## src/core/hfs_consts.svh

```systemverilog
// Offsets, field positions, reset values and timing counts of the fan safety register bank.
// Assumes a byte-indexed register map placed on 32-bit Avalon words (byte address = 4 * index).
`ifndef HFS_CONSTS_SVH
`define HFS_CONSTS_SVH

`define HFS_IDX_ZONE1_ABS 8'h6A
`define HFS_IDX_ZONE2_ABS 8'h6B
`define HFS_IDX_ZONE3_ABS 8'h6C
`define HFS_IDX_TEST_70 8'h70
`define HFS_IDX_TEST_71 8'h71
`define HFS_IDX_TEST_72 8'h72
`define HFS_IDX_TEST_73 8'h73
`define HFS_IDX_TEST_74 8'h74
`define HFS_IDX_TEST_75 8'h75
`define HFS_IDX_TEST_76 8'h76
`define HFS_IDX_TEST_77 8'h77
`define HFS_IDX_TEST_78 8'h78
`define HFS_IDX_TEST_79 8'h79
`define HFS_IDX_SPECIAL 8'h7C
`define HFS_IDX_VOLT_IRQ_EN 8'h7E
`define HFS_IDX_MON_CFG 8'h7F
`define HFS_IDX_TACH_IRQ_EN 8'h80
`define HFS_IDX_TACH_MAP 8'h81
// Extra registers for loose control and status bits
`define HFS_IDX_CONTROL 8'hA0
`define HFS_IDX_STATUS 8'hA1

`define HFS_RST_ABS 8'h64
`define HFS_RST_TEST_09 8'h09
`define HFS_RST_TEST_79 8'h00
`define HFS_RST_SPECIAL 8'hE0
`define HFS_RST_VOLT_IRQ_EN 8'hEC
`define HFS_RST_MON_CFG 8'h10
`define HFS_RST_TACH_IRQ_EN 8'h1E
`define HFS_RST_TACH_MAP 8'h24
`define HFS_RST_CONTROL 8'h00

`define HFS_ABS_DISABLED 8'h80
`define HFS_DUTY_FULL 8'hFF
`define HFS_DUTY_OFF 8'h00
`define HFS_TACH_NEVER 16'hFFFF
`define HFS_TEST_NIBBLE 8'h0F

`define HFS_SF_MONMODE 1
`define HFS_SF_ALERT_EN 2
`define HFS_SF_AVG_LO 5
`define HFS_CFG_DONE 2
`define HFS_CFG_TEMP_READINGS_VALID 3
`define HFS_CFG_SPINUP_CUT_ENABLE 4
`define HFS_CFG_INIT 7
`define HFS_CTL_LOCK 0
`define HFS_CTL_START 1

// Monitoring cycle length
`define HFS_CYCLE_US 100
`define HFS_CLK_MHZ 100
`define HFS_CYCLE_CYC (`HFS_CYCLE_US * `HFS_CLK_MHZ)

`endif

```

## src/core/hfs_pkg.sv

```systemverilog
// Types shared by the fan safety register bank.
// Assumes hfs_consts.svh supplies the numbers.
package hfs_pkg;
   typedef enum logic [1:0] {
      HFS_SCAN_IDLE = 2'b00,
      HFS_SCAN_RUN = 2'b01,
      HFS_SCAN_LAST = 2'b11
   } hfs_scan_t;

   typedef enum logic [1:0] {
      HFS_AVG_128_8 = 2'b00,
      HFS_AVG_16_1 = 2'b01,
      HFS_AVG_16 = 2'b10,
      HFS_AVG_32 = 2'b11
   } hfs_avg_t;
endpackage

```

## src/core/hfs_scan_timer.sv

```systemverilog
// Monitoring cycle sequencer: counts cycles while start is set and reports completion.
// Assumes a single clock; start comes from the register bank.
`timescale 1ns/1ns
`include "hfs_consts.svh"
module hfs_scan_timer #(
   parameter int CYCLE_CYC = `HFS_CYCLE_CYC
) (
   input wire logic clk, // System clock
   input wire logic rst, // Async reset, active high
   input wire logic soft_rst, // Soft reset pulse
   input wire logic start, // Monitoring enabled
   output logic cycle_end, // One-cycle pulse at end of each cycle
   output logic running // A cycle is in progress
);
   hfs_pkg::hfs_scan_t st_q, st_d;
   logic [31:0] cnt_q, cnt_d;

   // A cycle once begun completes even if start drops mid-way; only soft_rst or rst aborts it
   always_comb begin
      st_d = st_q;
      cnt_d = cnt_q;
      cycle_end = 1'b0;
      unique case (st_q)
         hfs_pkg::HFS_SCAN_IDLE: begin
            if (start) begin
               st_d = hfs_pkg::HFS_SCAN_RUN;
               cnt_d = 32'h00000000;
            end
         end
         hfs_pkg::HFS_SCAN_RUN: begin
            cnt_d = cnt_q + 32'h00000001;
            if (cnt_q >= 32'(CYCLE_CYC - 2)) begin
               st_d = hfs_pkg::HFS_SCAN_LAST;
            end
         end
         hfs_pkg::HFS_SCAN_LAST: begin
            cycle_end = 1'b1;
            cnt_d = 32'h00000000;
            st_d = start ? hfs_pkg::HFS_SCAN_RUN : hfs_pkg::HFS_SCAN_IDLE;
         end
         default: st_d = hfs_pkg::HFS_SCAN_IDLE;
      endcase
      if (soft_rst) begin
         st_d = hfs_pkg::HFS_SCAN_IDLE;
         cnt_d = 32'h00000000;
      end
   end

   // State registers
   always_ff @(posedge clk or posedge rst) begin
      if (rst) begin
         st_q <= hfs_pkg::HFS_SCAN_IDLE;
         cnt_q <= 32'h00000000;
      end else begin
         st_q <= st_d;
         cnt_q <= cnt_d;
      end
   end

   assign running = (st_q != hfs_pkg::HFS_SCAN_IDLE);
endmodule

```

## src/core/hfs_fan_guard.sv

```systemverilog
// Over-temperature override and tach event gating for three fans and zones.
// Assumes temperatures and duties arrive already synchronous to clk.
`timescale 1ns/1ns
`include "hfs_consts.svh"
module hfs_fan_guard #(
   parameter int NFAN = 3
) (
   input wire logic clk, // System clock
   input wire logic rst, // Async reset, active high
   input wire logic [3*8-1:0] zone_temp, // Signed zone readings
   input wire logic [3*8-1:0] zone_abs_limit, // Signed absolute limits
   input wire logic [NFAN-1:0] fan_auto, // Fan in automatic mode
   input wire logic [NFAN-1:0] fan_disabled, // Fan disabled in fan config
   input wire logic [NFAN*8-1:0] pwm_duty_in, // Duty from fan control
   input wire logic [7:0] tach_map, // Tach to PWM association
   input wire logic [NFAN*16-1:0] tach_min, // Tach minimum limits
   input wire logic [NFAN-1:0] tach_fault, // Raw tach out-of-limit
   output logic [NFAN*8-1:0] pwm_duty_out, // Duty after override
   output logic [NFAN-1:0] tach_event, // Qualified tach events
   output logic overheat // Full-duty override active
);
   logic [NFAN*8-1:0] duty_q, duty_d;
   logic [NFAN-1:0] tev_q, tev_d;
   logic ovr_q, ovr_d;

   // Association field: 11 is reserved and names no PWM
   function automatic logic map_valid(input logic [1:0] f);
      return f != 2'b11;
   endfunction

   // Override plus tach qualification; registered to keep outputs glitch free
   always_comb begin
      logic hot;
      logic [1:0] f;
      hot = 1'b0;
      f = 2'b00;
      for (int z = 0; z < 3; z++) begin
         if (zone_abs_limit[z*8 +: 8] != `HFS_ABS_DISABLED &&
             $signed(zone_temp[z*8 +: 8]) > $signed(zone_abs_limit[z*8 +: 8])) begin
            hot = 1'b1;
         end
      end
      ovr_d = hot && (|fan_auto);
      for (int p = 0; p < NFAN; p++) begin
         if (fan_disabled[p]) begin
            duty_d[p*8 +: 8] = pwm_duty_in[p*8 +: 8];
         end else if (ovr_d) begin
            duty_d[p*8 +: 8] = `HFS_DUTY_FULL;
         end else begin
            duty_d[p*8 +: 8] = pwm_duty_in[p*8 +: 8];
         end
      end
      for (int t = 0; t < NFAN; t++) begin
         f = tach_map[t*2 +: 2];
         tev_d[t] = tach_fault[t] && map_valid(f) &&
                    tach_min[t*16 +: 16] != `HFS_TACH_NEVER;
         for (int p = 0; p < NFAN; p++) begin
            if (map_valid(f) && f == 2'(p) &&
                (pwm_duty_in[p*8 +: 8] == `HFS_DUTY_OFF || fan_disabled[p])) begin
               tev_d[t] = 1'b0;
            end
         end
      end
   end

   // Output registers
   always_ff @(posedge clk or posedge rst) begin
      if (rst) begin
         duty_q <= '0;
         tev_q <= '0;
         ovr_q <= 1'b0;
      end else begin
         duty_q <= duty_d;
         tev_q <= tev_d;
         ovr_q <= ovr_d;
      end
   end

   assign pwm_duty_out = duty_q;
   assign tach_event = tev_q;
   assign overheat = ovr_q;
endmodule

```

## src/core/hfs_regs.sv

```systemverilog
// Fan safety and monitor configuration register bank on an Avalon-MM slave.
// Assumes an Avalon master honouring waitrequest; temperature and tach inputs synchronous.
// Behaviour
// With the lock bit set, writes to this bank are dropped.
// In auto mode, any zone over its absolute limit drives enabled fans to full.
// A limit of 80h disables the over-temperature override for that zone.
// Limits are signed two's complement degrees, resetting to 64h.
// Special function bit 1 picks continuous (0) or cycle (1) monitoring.
// Special function bit 2 enables the active-low alert output, reset off.
// Averaging field decodes top-bit first; reset value 111.
// Voltage enable bit 0 lets voltage faults pull the alert low.
// Voltage enable bits 1-7 gate individual status setting; reset ECh.
// Cycle done reads 1 after start clears; toggles per cycle while started.
// Temperature ready sets after a cycle with start set; cleared by power good.
// Spin-up cut enable bit goes to fan logic, resets to 1.
// Writing configuration bit 7 restores all registers to defaults; self-clearing.
// Tach enable bit 0 gates alert, bits 1-3 gate status; reset 1Eh.
// Association register holds three 2-bit tach fields; reset 24h.
// No tach event while associated duty is 00h or fan disabled.
// A tach minimum of FFFFh never raises a tach event.
// Writes to test registers 70h-72h are ignored.
// Software leaves test registers and reserved bits at defaults.
// Special function bits 3 and 4 are reserved RW, reset 0; reset E0h.
// Software maps every tach to a PWM; undriven tachs disable their events.
// Association 00/01/10 select PWM 1/2/3; 11 selects none.
`timescale 1ns/1ns
`include "hfs_consts.svh"
module hfs_regs #(
   parameter int CYCLE_CYC = `HFS_CYCLE_CYC,
   parameter logic [7:0] TEST_RO_VALUE = 8'h00
) (
   input wire logic clk, // System clock, 100 MHz
   input wire logic rst, // Async reset, active high
   input wire logic [9:0] avs_address, // Byte address
   input wire logic avs_read, // Read request
   input wire logic avs_write, // Write request
   input wire logic [31:0] avs_writedata, // Write data
   input wire logic [3:0] avs_byteenable, // Byte lanes
   output logic [31:0] avs_readdata, // Read data
   output logic avs_waitrequest, // Stall
   output logic [1:0] avs_response, // 00 ok, 10 slave error
   input wire logic main_supply_good, // Main power good level
   input wire logic [3*8-1:0] zone_temp, // Zone readings
   input wire logic [2:0] fan_auto, // Fans in auto mode
   input wire logic [2:0] fan_disabled, // Fans disabled
   input wire logic [3*8-1:0] pwm_duty_in, // Duty from fan control
   input wire logic [3*16-1:0] tach_min, // Tach minimum limits
   input wire logic [2:0] tach_fault, // Raw tach faults
   input wire logic [7:1] volt_fault, // Raw voltage faults
   output logic [3*8-1:0] pwm_duty_out, // Duty after override
   output logic [7:1] volt_status_set, // Voltage status set enables
   output logic [3:1] tach_status_set, // Tach status set enables
   output logic alert_out_n, // Alert pin, active low
   output logic scan_style_select, // 1 = cycle monitoring
   output hfs_pkg::hfs_avg_t averaging_select, // Decoded averaging
   output logic spinup_cut_enable, // Spin-up reduction allowed
   output logic scan_active, // Monitoring cycle in progress
   output logic [7:0] tach_map_out // Association for fan logic
);
   logic [7:0] abs_q [3], abs_d [3];
   logic [7:0] t74_q, t74_d, t76_q, t76_d, t78_q, t78_d, t79_q, t79_d;
   logic [7:0] sf_q, sf_d, ven_q, ven_d, tven_q, tven_d, map_q, map_d;
   logic [6:4] cfg_q, cfg_d;
   logic lock_q, lock_d, start_q, start_d, done_q, done_d, temp_readings_valid_q, temp_readings_valid_d, pg_q, pg_d;
   logic ack_q, ack_d;
   logic [31:0] rd_q, rd_d;
   logic [1:0] rsp_q, rsp_d;
   logic cycle_end, running, overheat, soft_rst;
   logic [2:0] tach_event;
   logic [7:0] idx;
   logic wr, known;
   logic [7:0] rbyte;

   assign idx = avs_address[9:2];
   assign wr = avs_write && ack_q && avs_byteenable[0];

   // Index decode: sets only the response code; read mux and write case decode on their own
   function automatic logic is_mapped(input logic [7:0] i);
      return (i >= `HFS_IDX_ZONE1_ABS && i <= `HFS_IDX_ZONE3_ABS) ||
             (i >= `HFS_IDX_TEST_70 && i <= `HFS_IDX_TEST_79) ||
             i == `HFS_IDX_SPECIAL || i == `HFS_IDX_VOLT_IRQ_EN ||
             i == `HFS_IDX_MON_CFG || i == `HFS_IDX_TACH_IRQ_EN ||
             i == `HFS_IDX_TACH_MAP || i == `HFS_IDX_CONTROL || i == `HFS_IDX_STATUS;
   endfunction

   assign known = is_mapped(idx);
   assign soft_rst = wr && !lock_q && idx == `HFS_IDX_MON_CFG &&
                     avs_writedata[`HFS_CFG_INIT];

   hfs_scan_timer #(
      .CYCLE_CYC(CYCLE_CYC)
   ) u_scan (
      .clk(clk),
      .rst(rst),
      .soft_rst(soft_rst),
      .start(start_q),
      .cycle_end(cycle_end),
      .running(running)
   );

   hfs_fan_guard #(
      .NFAN(3)
   ) u_guard (
      .clk(clk),
      .rst(rst),
      .zone_temp(zone_temp),
      .zone_abs_limit({abs_q[2], abs_q[1], abs_q[0]}),
      .fan_auto(fan_auto),
      .fan_disabled(fan_disabled),
      .pwm_duty_in(pwm_duty_in),
      .tach_map(map_q),
      .tach_min(tach_min),
      .tach_fault(tach_fault),
      .pwm_duty_out(pwm_duty_out),
      .tach_event(tach_event),
      .overheat(overheat)
   );

   // Read mux; unmapped reads return zero with a slave error
   always_comb begin
      rbyte = 8'h00;
      unique case (idx)
         `HFS_IDX_ZONE1_ABS: rbyte = abs_q[0];
         `HFS_IDX_ZONE2_ABS: rbyte = abs_q[1];
         `HFS_IDX_ZONE3_ABS: rbyte = abs_q[2];
         `HFS_IDX_TEST_70, `HFS_IDX_TEST_71, `HFS_IDX_TEST_72: rbyte = TEST_RO_VALUE;
         `HFS_IDX_TEST_73, `HFS_IDX_TEST_75, `HFS_IDX_TEST_77: rbyte = `HFS_RST_TEST_09;
         `HFS_IDX_TEST_74: rbyte = t74_q;
         `HFS_IDX_TEST_76: rbyte = t76_q;
         `HFS_IDX_TEST_78: rbyte = t78_q;
         `HFS_IDX_TEST_79: rbyte = t79_q;
         `HFS_IDX_SPECIAL: rbyte = sf_q;
         `HFS_IDX_VOLT_IRQ_EN: rbyte = ven_q;
         `HFS_IDX_MON_CFG: rbyte = {1'b0, cfg_q[6:5], cfg_q[4], temp_readings_valid_q, done_q, 2'b00};
         `HFS_IDX_TACH_IRQ_EN: rbyte = tven_q;
         `HFS_IDX_TACH_MAP: rbyte = map_q;
         `HFS_IDX_CONTROL: rbyte = {6'h00, start_q, lock_q};
         `HFS_IDX_STATUS: rbyte = {5'h00, overheat, running, alert_out_n};
         default: rbyte = 8'h00;
      endcase
   end

   // Bus handshake: every access takes one wait cycle, answered the next
   always_comb begin
      ack_d = (avs_read || avs_write) && !ack_q;
      rd_d = rd_q;
      rsp_d = rsp_q;
      if (ack_d) begin
         rd_d = avs_read ? {24'h000000, rbyte} : 32'h00000000;
         rsp_d = known ? 2'b00 : 2'b10;
      end
   end

   always_ff @(posedge clk or posedge rst) begin
      if (rst) begin
         ack_q <= 1'b0;
         rd_q <= 32'h00000000;
         rsp_q <= 2'b00;
      end else begin
         ack_q <= ack_d;
         rd_q <= rd_d;
         rsp_q <= rsp_d;
      end
   end

   assign avs_waitrequest = (avs_read || avs_write) && !ack_q;
   assign avs_readdata = rd_q;
   assign avs_response = rsp_q;

   // Register writes, soft reset and status bits
   always_comb begin
      logic [7:0] wd;
      logic ok;
      wd = avs_writedata[7:0];
      ok = wr && !lock_q;
      abs_d = abs_q;
      t74_d = t74_q;
      t76_d = t76_q;
      t78_d = t78_q;
      t79_d = t79_q;
      sf_d = sf_q;
      ven_d = ven_q;
      cfg_d = cfg_q;
      tven_d = tven_q;
      map_d = map_q;
      lock_d = lock_q;
      start_d = start_q;
      done_d = done_q;
      temp_readings_valid_d = temp_readings_valid_q;
      pg_d = main_supply_good;
      if (ok) begin
         unique case (idx)
            `HFS_IDX_ZONE1_ABS: abs_d[0] = wd;
            `HFS_IDX_ZONE2_ABS: abs_d[1] = wd;
            `HFS_IDX_ZONE3_ABS: abs_d[2] = wd;
            `HFS_IDX_TEST_74: t74_d = wd & `HFS_TEST_NIBBLE;
            `HFS_IDX_TEST_76: t76_d = wd & `HFS_TEST_NIBBLE;
            `HFS_IDX_TEST_78: t78_d = wd & `HFS_TEST_NIBBLE;
            `HFS_IDX_TEST_79: t79_d = wd;
            `HFS_IDX_SPECIAL: sf_d = {wd[7:1], 1'b0};
            `HFS_IDX_VOLT_IRQ_EN: ven_d = wd;
            `HFS_IDX_MON_CFG: cfg_d = wd[6:4];
            `HFS_IDX_TACH_IRQ_EN: tven_d = {4'h0, wd[3:0]};
            `HFS_IDX_TACH_MAP: map_d = {2'b00, wd[5:0]};
            `HFS_IDX_CONTROL: begin
               lock_d = wd[`HFS_CTL_LOCK];
               start_d = wd[`HFS_CTL_START];
            end
            default: ; // 70h-72h and the rest: write has no effect
         endcase
      end
      // Done bit: 0 while a cycle runs after start, flips on each completion while start is set
      if (cycle_end) begin
         done_d = start_q ? !done_q : 1'b1;
      end else if (ok && idx == `HFS_IDX_CONTROL && wd[`HFS_CTL_START] && !start_q) begin
         done_d = 1'b0;
      end else if (!start_q && !running) begin
         done_d = 1'b1;
      end
      if (main_supply_good && !pg_q) begin
         temp_readings_valid_d = 1'b0;
      end
      if (cycle_end && start_q) begin
         temp_readings_valid_d = 1'b1;
      end
      if (soft_rst) begin
         abs_d = '{`HFS_RST_ABS, `HFS_RST_ABS, `HFS_RST_ABS};
         t74_d = `HFS_RST_TEST_09;
         t76_d = `HFS_RST_TEST_09;
         t78_d = `HFS_RST_TEST_09;
         t79_d = `HFS_RST_TEST_79;
         sf_d = `HFS_RST_SPECIAL;
         ven_d = `HFS_RST_VOLT_IRQ_EN;
         cfg_d = 3'(`HFS_RST_MON_CFG >> 4);
         tven_d = `HFS_RST_TACH_IRQ_EN;
         map_d = `HFS_RST_TACH_MAP;
         start_d = 1'b0;
         temp_readings_valid_d = 1'b0;
         done_d = 1'b1;
      end
   end

   // Register state; async reset loads the documented defaults
   always_ff @(posedge clk or posedge rst) begin
      if (rst) begin
         abs_q <= '{`HFS_RST_ABS, `HFS_RST_ABS, `HFS_RST_ABS};
         t74_q <= `HFS_RST_TEST_09;
         t76_q <= `HFS_RST_TEST_09;
         t78_q <= `HFS_RST_TEST_09;
         t79_q <= `HFS_RST_TEST_79;
         sf_q <= `HFS_RST_SPECIAL;
         ven_q <= `HFS_RST_VOLT_IRQ_EN;
         cfg_q <= 3'b001;
         tven_q <= `HFS_RST_TACH_IRQ_EN;
         map_q <= `HFS_RST_TACH_MAP;
         lock_q <= 1'b0;
         start_q <= 1'b0;
         done_q <= 1'b1;
         temp_readings_valid_q <= 1'b0;
         pg_q <= 1'b0;
      end else begin
         abs_q <= abs_d;
         t74_q <= t74_d;
         t76_q <= t76_d;
         t78_q <= t78_d;
         t79_q <= t79_d;
         sf_q <= sf_d;
         ven_q <= ven_d;
         cfg_q <= cfg_d;
         tven_q <= tven_d;
         map_q <= map_d;
         lock_q <= lock_d;
         start_q <= start_d;
         done_q <= done_d;
         temp_readings_valid_q <= temp_readings_valid_d;
         pg_q <= pg_d;
      end
   end

   // Averaging decode, top bit wins
   always_comb begin
      if (sf_q[7]) begin
         averaging_select = hfs_pkg::HFS_AVG_32;
      end else if (sf_q[6]) begin
         averaging_select = hfs_pkg::HFS_AVG_16;
      end else if (sf_q[5]) begin
         averaging_select = hfs_pkg::HFS_AVG_16_1;
      end else begin
         averaging_select = hfs_pkg::HFS_AVG_128_8;
      end
   end

   // Alert pin: master enable and group enables; status gating by individual bits
   assign alert_out_n = !(sf_q[`HFS_SF_ALERT_EN] &&
                          ((ven_q[0] && |volt_fault) ||
                           (tven_q[0] && |tach_event)));
   assign volt_status_set = volt_fault & ven_q[7:1];
   assign tach_status_set = tach_event & tven_q[3:1];
   assign scan_style_select = sf_q[`HFS_SF_MONMODE];
   assign spinup_cut_enable = cfg_q[`HFS_CFG_SPINUP_CUT_ENABLE];
   assign scan_active = running;
   assign tach_map_out = map_q;
endmodule

```

## config.mk

```make
export PLATFORM = sky130hd
export DESIGN_NAME = hfs_regs
export DESIGN_NICKNAME = d
export VERILOG_FILES = /design/src/core/hfs_pkg.sv /design/src/core/hfs_scan_timer.sv /design/src/core/hfs_fan_guard.sv /design/src/core/hfs_regs.sv
export VERILOG_INCLUDE_DIRS = /design/src /design/src/core
export SDC_FILE = /design/constraint.sdc
export NUM_CORES = 1
export LEC_CHECK = 0
export BUFFER_PORTS_ARGS = -buffer_cell sky130_fd_sc_hd__buf_2
export CAP_MARGIN = 20
export CORE_ASPECT_RATIO = 1.25
export CORE_UTILIZATION = 54
export DETAILED_ROUTE_END_ITERATION = 8
export HOLD_SLACK_MARGIN = 0.08
export PLACE_DENSITY = 0.92
export SYNTH_ARGS = -nofsm -noshare
export SYNTH_HDL_FRONTEND = slang
export SYNTH_HIERARCHICAL = 1
export SYNTH_SLANG_ARGS = --single-unit
```

## constraint.sdc

```tcl
create_clock -name clk -period 4 [get_ports clk]
set_clock_uncertainty 0.05 [all_clocks]
set_input_delay 0.8 -clock clk [delete_from_list [all_inputs] [get_ports clk]]
set_output_delay 0.8 -clock clk [all_outputs]
set_load 0.005 [all_outputs]
```

# Word level (Yosys, flattened, before mapping)
# Index checks and enable logic that the tools add are counted.
# word_totals
ram_bits	0
mem_count	0
ff_bits	193
word_cells	258
rom_bits	0
latch_bits	0
output_inout_bits	83
# op_classes
shifts	0
n_lt_le_gt_ge	8
div	0
multipliers	0
bitwise	2
eq_ne	36
addsub	1
reduce_logical	110
mux	76
# op_table
cell	n
$mux W8	34
$pmux W8 S15	1
$eq A8 B7 Y1 const B	13
$pmux W32 S3	1
$mux W32	2
$mux W24	2
$ne A16 B16 Y1 const B	3
$logic_and A1 B1 Y1	45
$add A32 B1 Y32 const B	1
$eq A8 B8 Y1 const B	4
$ge A32 B14 Y1 const B	1
$reduce_and A2 Y1	16
$reduce_bool A2 Y1	15
$mux W1	26
$gt A8 B8 Y1	3
$logic_not A8 Y1	3
$ne A8 B8 Y1 const B	3
$ge A8 B7 Y1 const B	2
$le A8 B7 Y1 const B	2
$logic_or A1 B1 Y1	13
$mux W2	6
$mux W3	3
$reduce_or A3 Y1	3
$eq A2 B1 Y1 const B	4
other kinds (12)	27

# Depth between registers and ports, before layout
# Gate-level depths: netlist (run 1).
# logic_depth
depth_word	11
depth_mapped	15
depth_no_buf	10

# Cells and area by module
# The synthesis (run 1) kept the hierarchy.
# by_module_without_submodules
mod	seq_area_each_um2	instances	cells_per_inst	area_per_inst_um2
hfs_regs	2240.9	1	549	5047.3
hfs_fan_guard	700.7	1	244	2080.7
hfs_scan_timer	850.8	1	211	1870.5

# Worst setup path after synthesis (run 1)
# OpenSTA, ideal clock, no wires.
# synth_timing
path_kind	in2reg
start	input port avs_address[2]
end	register u_scan.cnt_q[31]
arrival_time_ns	3.213
setup_time_ns	0.078
setup_slack_ns	0.659
cell_stages	13
t_required_ns	3.872
path_cell_list	buf_2 -> nand2_1 -> nor2_2 -> and2_1 -> buf_2 -> nand2_1 -> inv_2 -> buf_2 -> nor2_1 -> a2111oi_4 -> nand3_1 -> or4_1 -> a21oi_1
# synth_between
elab_chain_cells	5
# synth_lines
item	line_no	rtl
from (decl)	hfs_regs.sv:34	input wire logic [9:0] avs_address,
$eq A8 B7 Y1 *	n/a	
$logic_and A1 B1 Y1 (no source line) *	n/a	
$logic_and A1 B1 Y1 *	hfs_regs.sv:87	assign soft_rst = wr && !lock_q && idx == `HFS_IDX_MON_CFG &&
via soft_rst	hfs_regs.sv:68	logic cycle_end, running, overheat, soft_rst;
$ne A3 B3 Y1 (no source line) / $reduce_bool A4 Y1 (equally long branches)	n/a	
$reduce_and A2 Y1 (no source line)	n/a	
to (signal assigned)	hfs_scan_timer.sv:56	cnt_q <= cnt_d;
to (decl)	hfs_scan_timer.sv:16	logic [31:0] cnt_q, cnt_d;
# The timed path passes the listed nets; every way through them passes the cells marked *.
# A chain may end at the register's enable or synchronous reset.

# Worst setup path after layout (run 1)
# layout_timing
start	register lock_q
end	register u_scan.cnt_q[31]
# layout_between
elab_chain_cells	6
# layout_lines
item	line_no	rtl
from (decl)	hfs_regs.sv:64	logic lock_q, lock_d, start_q, start_d, done_q, done_d, temp_readings_valid_q, temp_readings_valid_d, pg_q, pg ...
from (signal assigned)	hfs_regs.sv:272	lock_q <= lock_d;
$logic_not A1 Y1 *	hfs_regs.sv:87	
$logic_and A1 B1 Y1 *	hfs_regs.sv:87	
$logic_and A1 B1 Y1 (no source line) *	n/a	
$logic_and A1 B1 Y1 *	hfs_regs.sv:87	
$ne A3 B3 Y1 (no source line) / $reduce_bool A4 Y1 (equally long branches)	n/a	
$reduce_and A2 Y1 (no source line)	n/a	
# Every way passes the cells marked *; elsewhere a longest branch is shown, timed or not.

==> results of run 1 <==
synth_stat cells (all sizes together), types with 19 or more instances:
cell    count
nor4       19
ha         26
mux2i      34
nand4      45
and2       19
a31oi      30
dfstp      31
o21ai      34
buf        52
dfrtp     119
a21oi      73
nand3      61
nor2       61
nand2     116
clkbuf     31
inv        70
per-stage QoR:
step	util (%)	area, um^2	power (mW)
CTS	65.02	10580	3.754
finish	65.27	10620	3.765
detailed placement	61.38	9985	2.148
global placement	61.38	9985	2.121
global route	65.24	10610	3.880
floorplan	-	9096	1.974
worst register-to-register path, stage by stage, from the launching register on:
cell and delay, ns:
dfrtp_1 0.44, nand4b_1 0.28, nor2_2 0.38, and2_1 0.42
nand2_1 0.19, inv_2 0.10, nor2_1 0.07, a2111oi_4 0.34
nand3_1 0.15, or4_1 0.41, a21oi_1 0.15
sequential cells by signal (all words and copies together) (netlist names), 2 cells and up:
signal	cells
abs_q	24
avs_readdata	8
ven_q	8
u_guard/pwm_duty_out	24
t74_q	4
tach_map_out	6
t78_q	4
u_scan/st_q	2
sf_q	7
t76_q	4
t79_q	8
cfg_q	3
u_scan/cnt_q	32
u_guard/tach_event	3
tven_q	5
area by class of cell:
type / count / area, um^2 / share of cell area (%)
Sequential cell: 150 / 3792 / 35.72
Clock buffer: 23 / 467.9 / 4.408
Timing Repair Buffer: 211 / 1131 / 10.65
Tap cell: 216 / 270.3 / 2.546
Multi-Input combinational cell: 727 / 4562 / 42.97
Inverter: 70 / 264.0 / 2.487
Antenna cell: 2 / 5.005 / 0.04714
Clock inverter: 8 / 123.9 / 1.167
power breakdown:
part,internal [mW],switching [mW]
logic,0.188,0.273
registers,1.60,0.0758
clock network,1.01,0.618
worst paths after layout:
kind	startpoint	to	slack, ns	depth (start not counted)
setup / recovery	lock_q$_DFFE_PP0P_	u_scan/cnt_q[31]$_DFFE_PP0P_	0.94	10
hold / removal	rst	start_q$_DFFE_PP0P_	0.24	2
setup reg to reg	lock_q$_DFFE_PP0P_	u_scan/cnt_q[31]$_DFFE_PP0P_	0.94	10
hold reg to reg	tven_q[4]$_DFFE_PP1P_	tven_q[4]$_DFFE_PP1P_	0.41	2
max in group asynchronous	rst	ven_q[2]$_DFFE_PP1P_	2.87	3
min in group clk	tven_q[4]$_DFFE_PP1P_	tven_q[4]$_DFFE_PP1P_	0.41	2
per-layer routing:
metal / vias up / wire (um) / track usage [%]
li1: 3897 / - / -
met1: 4097 / 9568 / 35.92
met2: 519 / 12780 / 49.94
met3: 126 / 2320 / 6.953
met4: 2 / 1497 / 18.91
met5: - / 13 / 0
cell families (layout without fill, tap and decap cells):
group	count (synthesis)	count (layout)	share of synthesized area, %
XOR/XNOR	16	16	1.557
AND/OR/NAND/NOR	401	401	23.16
adder cells (fa/ha/maj)	26	26	3.615
AO/OA/AOI/OAI	210	210	15.70
multiplexers	47	47	5.534
buffers and inverters	153	312	8.245
flip-flops	150	150	42.14
other	1	29	0.04167
==> qor.yml, run 1 <==
critical_path:
  critPathCaptureType: "flop"
  crit_buf_inv: 1
  cp-start-kind: "flop"
  critPathMaxStageDelay_ns: 0.44
  cp_slowest_cell: "dfrtp_1"
  cp.required_ns: 4.31
  criticalPathCategory: "reg -> reg"
  cp_cell_sequence: "nand4b_1 -> nor2_2 -> and2_1 -> nand2_1 -> inv_2 -> nor2_1 -> a2111oi_4 -> nand3_1 -> or4_1 -> a21oi_1"
  crit_arrival_ns: 3.37
  crit_family: "simple AND/OR/NAND/NOR gates"
  critPathMaxFanout: 10
global_route:
  grt.total_usage_pct: 30.31
  grt_overflow: 0
  grt_start_max_net_pins: 46
  antenna_found_initial: 2
  grt_pass1_wl_um: 41230
  grt_pass1_vias: 8271
floorplanning:
  pin_count: 246
  die_width_um: 117.5
  core_um2: 16270
  initial_core_util_pct: 55.32
  die_y_um: 146.3
  num_rows: 52
  die_area_um2: 17190
sta:
  clock.fmax_mhz: 326.9
  post-route-period-util_pct: 76.47
  rsz0062_at_grt: "false"
  whs_ns: 0.2409
  layout_min_cycle_time_ns: 3.059
  timing.final.ws_setup_ns: 0.9411
  fin_tns_setup_ns: 0
  hold_viol: 0
  slew_violations: 0
  worst_pin_slew_ns: 0.8057
  setup_violations: 0
  maxSlewHeadroom_pct: 46.29
place:
  dp_slack_ns: 0.5099
  io_buffers: 189
  place_hpwl_um: 18550
  gp_congestion: 0.9713
  dp_cells: 1372
yosys:
  syn_avg_cell_area_um2: 8.963
  synth_area_um2: 8999
  synth.largest_area_cell: "dfrtp_1"
  ys_seq_area_share_pct: 42.14
  synth_area_leaders: "dfrtp_1, dfstp_2, nand2_1, a21oi_1, mux2i_1"
  async_reset_ff_share_pct: 100.0
  yosysWarnings: 6
  synthCells: 1004
  ys_ff_latch: 150
  ys.flop_type: "dfrtp_1"
  synth_edf_count: 0
  ys_types: 77
  synth_top_area_share_pct: 33.09
final_layout:
  fin_cells: 1407
  area_growth_pct: 17.98
  mostFrequentLayoutCells: "buf_2, dfrtp_1, nand2_1, a21oi_1, inv_1"
  final_nets: 1366
  drive_above_1_share_pct: 25.82
  final_common_cell: "buf_2"
  fillers: 1213
clock_tree:
  clk_path_buf_depth: 2
  clock-sinks: 150
  cts_root_buf: "clkbuf_16"
  htree_levels: 4
  cts_resized: 0
  cts_tree: "done"
  post_cts_buffers: 0
  hold_buffers: 0
  insertion_delay_ns: 0.43
  path_clk_slew_ns: 0.06
  cts_buffers: 17
pwr:
  p_leak_nw: 5.039
  p_per_area_nw_per_um2: 354.6
  ir_drop_uv: 289.7
hold_path:
  hold_class: "in -> async"
run_status:
  status: "completed"
detailed_routing:
  drt_wl_total_um: 26180
  first_iter_violations: 921
  first_pass_iters: 5
  wl_per_cell_um: 18.60
  ant_nets: 0
  avgViaCountPerCell: 6.141
  vias: 8641
  drcViolationCount: 0
run:
  maxCapViolations: 0
(Power assumes the default switching activity.)
==> run 2, diff against run 1 <==
CORE_UTILIZATION = 48   (was 54)
PLACE_DENSITY = 0.87   (was 0.92)
clock period = 2.5 ns   (was 4 ns; I/O delays follow)
==> qor.yml, run 2 (synthesis results as in run 1) <==
final_layout:
  final_nets: 1405  # +2.9%
  largest_register: "u_scan/cnt_q"
  largest_reg_flops: 32  # unchanged
  drive_above_1_share_pct: 29.70  # +3.9 points
  final_common_cell: "buf_2"
  final-seq-area_um2: 3792  # unchanged
  multiInputGateArea_um2: 4658  # +2.1%
  fillers: 1493  # +23%
  area_growth_pct: 23.51
  mostFrequentLayoutCells: "buf_2, dfrtp_1, nand2_1, a21oi_1, inv_1"
detailed_routing:
  first_iter_violations: 941  # +2.2%
  vias: 8681  # +0.46%
  avgViaCountPerCell: 5.942  # -3.3%
  drcViolationCount: 0  # unchanged
  first_pass_iters: 8  # +3
  wl_per_cell_um: 18.29  # -1.7%
  drt_wl_total_um: 26720  # +2.1%
  ant_nets: 0  # unchanged
floorplanning:
  die_area_um2: 19300  # +12%
  die_y_um: 155.1  # +6.0%
  initial_core_util_pct: 49.34  # -6.0 points
  pin_count: 246  # unchanged
  num_rows: 55  # +5.8%
  die_width_um: 124.5  # +6.0%
  core_um2: 18240  # +12%
sta:
  layout_min_cycle_time_ns: 2.442  # -0.6166 ns
  setup_violations: 0  # unchanged
  fin_tns_setup_ns: 0  # unchanged
  post-route-period-util_pct: 97.69  # +21 points
  rsz0062_at_grt: "true"
  slew_violations: 0  # unchanged
  hold_viol: 0  # unchanged
  whs_ns: 0.1213  # -0.1195 ns
  worst_pin_slew_ns: 0.8069  # +0.001283 ns
  maxSlewHeadroom_pct: 46.20  # -0.085 points
  clock.fmax_mhz: 409.4  # +25%
critical_path:
  critPathMaxStageDelay_ns: 0.56  # +0.12 ns
  reg2reg_depth: 9  # -1
  rrSetupSlack_ns: 0.06  # -0.88 ns
  r2r-end: "u_guard/pwm_duty_out[18]$_DFF_PP0_"
  rr_startpoint: "abs_q[2]$_DFFE_PP1P_"
  cp-start-kind: "flop"
  crit_arrival_ns: 2.68  # -0.69 ns
  crit_family: "compound AO/OA/AOI/OAI gates"
  cp_cell_sequence: "inv_1 -> ha_1 -> a21oi_1 -> o22ai_2 -> or4b_4 -> a32oi_4 -> buf_6 -> buf_12 -> a31oi_1"
  critPathMaxFanout: 13  # +3
  criticalPathCategory: "reg -> reg"
  cp_slowest_cell: "dfstp_2"
  crit_buf_inv: 3  # +2
  critPathCaptureType: "flop"
  cp.required_ns: 2.74  # -1.57 ns
global_route:
  grt_overflow: 0  # unchanged
  grt.total_usage_pct: 27.64  # -2.7 points
  grt_pass1_wl_um: 42250  # +2.5%
  antenna_found_initial: 3  # +1
  grt_pass1_vias: 8283  # +0.15%
  grt_start_max_net_pins: 89  # +93%
hold_path:
  hold_class: "in -> async"
clock_tree:
  cts_tree: "done"
  clock-sinks: 150  # unchanged
  clk_path_buf_depth: 2  # unchanged
  cts_buffers: 17  # unchanged
  path_clk_slew_ns: 0.06  # about the same
  htree_levels: 4  # unchanged
  cts_root_buf: "clkbuf_16"
  insertion_delay_ns: 0.43  # about the same
pwr:
  ir_drop_uv: 527.5  # +82%
  p_per_area_nw_per_um2: 551.6  # +56%
  p_leak_nw: 5.276  # +4.7%
place:
  place_hpwl_um: 18980  # +2.4%
  io_buffers: 189  # unchanged
  gp_congestion: 0.9658  # -0.57%
run_status:
  status: "completed"
run:
  maxCapViolations: 0  # unchanged
==> run 2: changes by cell type in the layout (fill, tap and decap cells not counted), moves of 3 or more <==
cell     delta
buf_12      +4
buf_4      +32
buf_6       +3
nand3_1     -3
nand3_2     +3
==> run 2: layout make-up <==
type	instances	area share (%)
Timing Repair Buffer	250	13.36
Antenna cell	4	0.09006
Tap cell	228	2.567
Clock inverter	10	1.283
Multi-Input combinational cell	727	41.91
Sequential cell	150	34.12
Inverter	70	2.398
Clock buffer	22	4.267
==> run 2: how the worst max path moves through the flow <==
stage,from,to,slack (ns),depth (start not counted)
3_3_place_gp,avs_address[9],u_scan/cnt_q[31]$_DFFE_PP0P_,-0.09,11
4_1_cts,abs_q[18]$_DFFE_PP1P_,u_guard/pwm_duty_out[18]$_DFF_PP0_,0.02,9
5_1_grt,abs_q[3]$_DFFE_PP0P_,u_guard/pwm_duty_out[3]$_DFF_PP0_,-0.003,9
3_5_place_dp,avs_address[9],u_scan/cnt_q[31]$_DFFE_PP0P_,-0.15,11
2_1_floorplan,avs_address[4],u_scan/cnt_q[31]$_DFFE_PP0P_,-0.31,14
6_report,abs_q[2]$_DFFE_PP1P_,u_guard/pwm_duty_out[18]$_DFF_PP0_,0.06,9
==> run 2: report_power, final <==
part           leakage, nW  internal [mW]  switching (mW)
Combinational         3.12          0.335           0.457
Sequential            1.85           2.56           0.119
Clock                0.301           1.65            1.00
==> run 2: routing by layer <==
metal / global-route usage (%) / part of all wire (%) / up-vias
met1: 32.59 / 37 / 4176
met5: 0 / 0 / -
met4: 15.72 / 5.0 / 0
met2: 45.51 / 50 / 423
li1: - / - / 3980
met3: 7.531 / 8.3 / 102
==> run 2: per-stage QoR <==
step	cells	setup WS [ns]	utilization [%]	total power [mW]	cell area (um^2)
floorplan	1030	-0.3129	-	3.164	9175
global placement	1415	-0.09070	56.62	3.434	10320
detailed placement	1415	-0.1465	56.62	3.468	10320
CTS	1452	0.02204	60.46	6.147	11030
global route	1457	-0.003311	60.89	6.381	11100
finish	1461	0.05763	60.95	6.131	11110
==> run 2: tightest hold or removal path, delay by kind of cell <==
family	cells	cell delay, ns
buf+inv	3	0.50
==> run 2: what timing repair did <==
action | 4_1_cts | 5_1_grt
hold buffers | 0 | 0
pin swaps | 2 | 6
gates resized for setup | 5 | 7
cloned | 1 | 0
endpoints found under the setup margin | 25 | 32
setup buffers | 4 | 5
==> run 3, diff against run 2 <==
--- a/config.mk
+++ b/config.mk
@@ -11,6 +11,6 @@
 export CORE_ASPECT_RATIO = 1.25
-export CORE_UTILIZATION = 48
+export CORE_UTILIZATION = 54
 export DETAILED_ROUTE_END_ITERATION = 8
 export HOLD_SLACK_MARGIN = 0.08
-export PLACE_DENSITY = 0.87
+export PLACE_DENSITY = 0.92
 export SYNTH_ARGS = -nofsm -noshare
==> constraint.sdc (replaced) <==
create_clock -name clk -period 2.7 [get_ports clk]
set_clock_uncertainty 0.05 [all_clocks]
set_input_delay 0.27 -clock clk [delete_from_list [all_inputs] [get_ports clk]]
set_output_delay 0.27 -clock clk [all_outputs]
set_load 0.005 [all_outputs]
==> qor.yml, run 3 (synthesis results as in run 1) <==
final_layout:
  final_cell_area_um2: 11010  # -0.92%
  fillers: 1155  # -23%
  final_common_cell: "buf_2"
  final_nets: 1407  # +0.14%
  mostFrequentLayoutCells: "buf_2, dfrtp_1, nand2_1, a21oi_1, inv_1"
  drive_above_1_share_pct: 26.56  # -3.1 points
  area_growth_pct: 22.37
  largest_register: "u_scan/cnt_q"
  largest_reg_flops: 32  # unchanged
global_route:
  grt.total_usage_pct: 33.62  # +6.0 points
  antenna_found_initial: 0  # -3
  grt_overflow: 0  # unchanged
  grt_pass1_wl_um: 45370  # +7.4%
  grt_pass1_vias: 8698  # +5.0%
  grt_start_max_net_pins: 47  # -47%
critical_path:
  rr_startpoint: "abs_q[5]$_DFFE_PP1P_"
  crit_family: "compound AO/OA/AOI/OAI gates"
  crit_buf_inv: 2  # -1
  cp_cell_sequence: "inv_1 -> ha_1 -> a211oi_2 -> o22ai_1 -> or4b_4 -> a32oi_4 -> buf_12 -> a31oi_1"
  r2r-end: "u_guard/pwm_duty_out[5]$_DFF_PP0_"
  rrSetupSlack_ns: 0.06  # about the same
  cp-start-kind: "flop"
  critPathCaptureType: "flop"
  critPathMaxFanout: 25  # +12
  critPathMaxStageDelay_ns: 0.56  # about the same
  crit_arrival_ns: 2.86  # +0.18 ns
  cp.required_ns: 2.92  # +0.18 ns
  reg2reg_depth: 8  # -1
  cp.depth: 8  # -1
  cp_slowest_cell: "dfstp_2"
  criticalPathCategory: "reg -> reg"
pwr:
  p_seq_share_pct: 44.1  # +0.4 points
  p_leak_nw: 5.228  # -0.92%
  ir_drop_uv: 406.2  # -23%
  p_int_mw: 3.994  # -12%
  swShare_pct: 29.13  # +3.4 points
  p_per_area_nw_per_um2: 511.9  # -7.2%
  p_sw_mw: 1.642  # +4.0%
  power_frac_comb_pct: 13.3  # +0.4 points
  power_frac_clock_pct: 42.6  # -0.7 points
place:
  place_area_um2: 10150  # -1.7%
  gp_congestion: 0.9656  # about the same
  io_buffers: 189  # unchanged
  place_hpwl_um: 19140  # +0.85%
sta:
  post-route-period-util_pct: 97.88  # +0.19 points
  worst_pin_slew_ns: 0.8063  # -0.0006523 ns
  rsz0062_at_grt: "false"
  layout_min_cycle_time_ns: 2.643  # +0.2004 ns
  maxSlewHeadroom_pct: 46.25  # about the same
  fin_tns_setup_ns: 0  # unchanged
  hold_viol: 0  # unchanged
  clock.fmax_mhz: 378.4  # -7.6%
  setup_violations: 0  # unchanged
  slew_violations: 0  # unchanged
detailed_routing:
  first_iter_violations: 1046  # +11%
  avgViaCountPerCell: 6.230  # +4.8%
  drcViolationCount: 0  # unchanged
  drt_wl_total_um: 28410  # +6.3%
  first_pass_iters: 7  # -1
  wl_per_cell_um: 19.60  # +7.2%
  ant_nets: 0  # unchanged
  vias: 9027  # +4.0%
clock_tree:
  insertion_delay_ns: 0.43  # about the same
  clock-sinks: 150  # unchanged
  hold_buffers: 27  # +27
  cts_root_buf: "clkbuf_16"
  cts_resized: 0  # -5
  htree_levels: 4  # unchanged
  cts_buffers: 17  # unchanged
  clk_path_buf_depth: 2  # unchanged
  post_cts_buffers: 0  # -4
  cts_tree: "done"
  path_clk_slew_ns: 0.07  # about the same
hold_path:
  min-delay-start: "pwm_duty_in[4]"
  worstHoldEndpoint: "u_guard/pwm_duty_out[4]$_DFF_PP0_"
  holdPathStages: 3
  hold_class: "in -> reg"
floorplanning:
  die_y_um: 146.3  # -5.6%
  pin_count: 246  # unchanged
  initial_core_util_pct: 55.32  # +6.0 points
  die_width_um: 117.5  # -5.6%
  die_area_um2: 17190  # -11%
  num_rows: 52  # -5.5%
  core_um2: 16270  # -11%
run:
  maxCapViolations: 0  # unchanged
run_status:
  status: "completed"
run 3: cell count changes in the layout (fill, tap and decap cells not counted), sizes merged:
cell	previous run	this run
buf	250	225
diode	4	2
bufinv	3	1
inv	71	78
dlygate4sd3	0	27
clkbuf	22	17
run 3: layout make-up:
type | count | area, um^2 | share of cell area, %
Clock buffer | 17 | 425.4 | 3.863
Antenna cell | 2 | 5.005 | 0.04545
Multi-Input combinational cell | 727 | 4569 | 41.50
Inverter | 70 | 264.0 | 2.397
Tap cell | 216 | 270.3 | 2.454
Clock inverter | 15 | 161.4 | 1.466
Timing Repair Buffer | 252 | 1524 | 13.84
Sequential cell | 150 | 3792 | 34.44
run 3: routing by layer:
metal	vias up	track usage [%]	share of wire [%]
met2	545	55.92	49
met4	0	20.38	6.0
met5	-	0	0
met3	144	7.422	7.7
met1	4342	39.82	37
li1	3996	-	-
run 3: worst max path at each step:
stage                    startpoint                                 to  slack (ns)
3_3_place_gp         avs_address[9]       u_scan/cnt_q[31]$_DFFE_PP0P_        0.22
6_report       abs_q[5]$_DFFE_PP1P_  u_guard/pwm_duty_out[5]$_DFF_PP0_        0.06
3_5_place_dp         avs_address[9]       u_scan/cnt_q[31]$_DFFE_PP0P_        0.15
4_1_cts        abs_q[5]$_DFFE_PP1P_  u_guard/pwm_duty_out[4]$_DFF_PP0_        0.16
2_1_floorplan    lock_q$_DFFE_PP0P_       u_scan/cnt_q[31]$_DFFE_PP0P_       0.001
5_1_grt        abs_q[5]$_DFFE_PP1P_  u_guard/pwm_duty_out[5]$_DFF_PP0_        0.01
run 3: worst reg2reg max path: stages, from the launching register on:
cell      delay, ns
dfstp_2        0.56
inv_1          0.05
ha_1           0.31
a211oi_2       0.22
o22ai_1        0.13
or4b_4         0.51
a32oi_4        0.27
buf_12         0.20
a31oi_1        0.18
run 3: per-stage QoR:
stage | setup WS, ns | cells | hold WS, ns | power [mW] | utilization (%)
floorplan | 0.001486 | 1030 | 0.2514 | 2.925 | -
global placement | 0.2151 | 1388 | 0.2119 | 3.166 | 62.40
detailed placement | 0.1468 | 1388 | 0.2140 | 3.206 | 62.40
CTS | 0.1618 | 1447 | 0.08001 | 5.595 | 67.67
global route | 0.01331 | 1447 | 0.08907 | 5.829 | 67.67
finish | 0.05720 | 1449 | 0.08575 | 5.636 | 67.70
run 3: power by group through the flow:
| stage | clock, mW | combinational (mW) | sequential (mW) |
|---|---|---|---|
| detailed placement | 0 | 0.688 | 2.52 |
| floorplan | 0 | 0.440 | 2.48 |
| CTS | 2.39 | 0.729 | 2.48 |
| global route | 2.51 | 0.822 | 2.50 |
| global placement | 0 | 0.654 | 2.51 |
| finish | 2.40 | 0.751 | 2.48 |
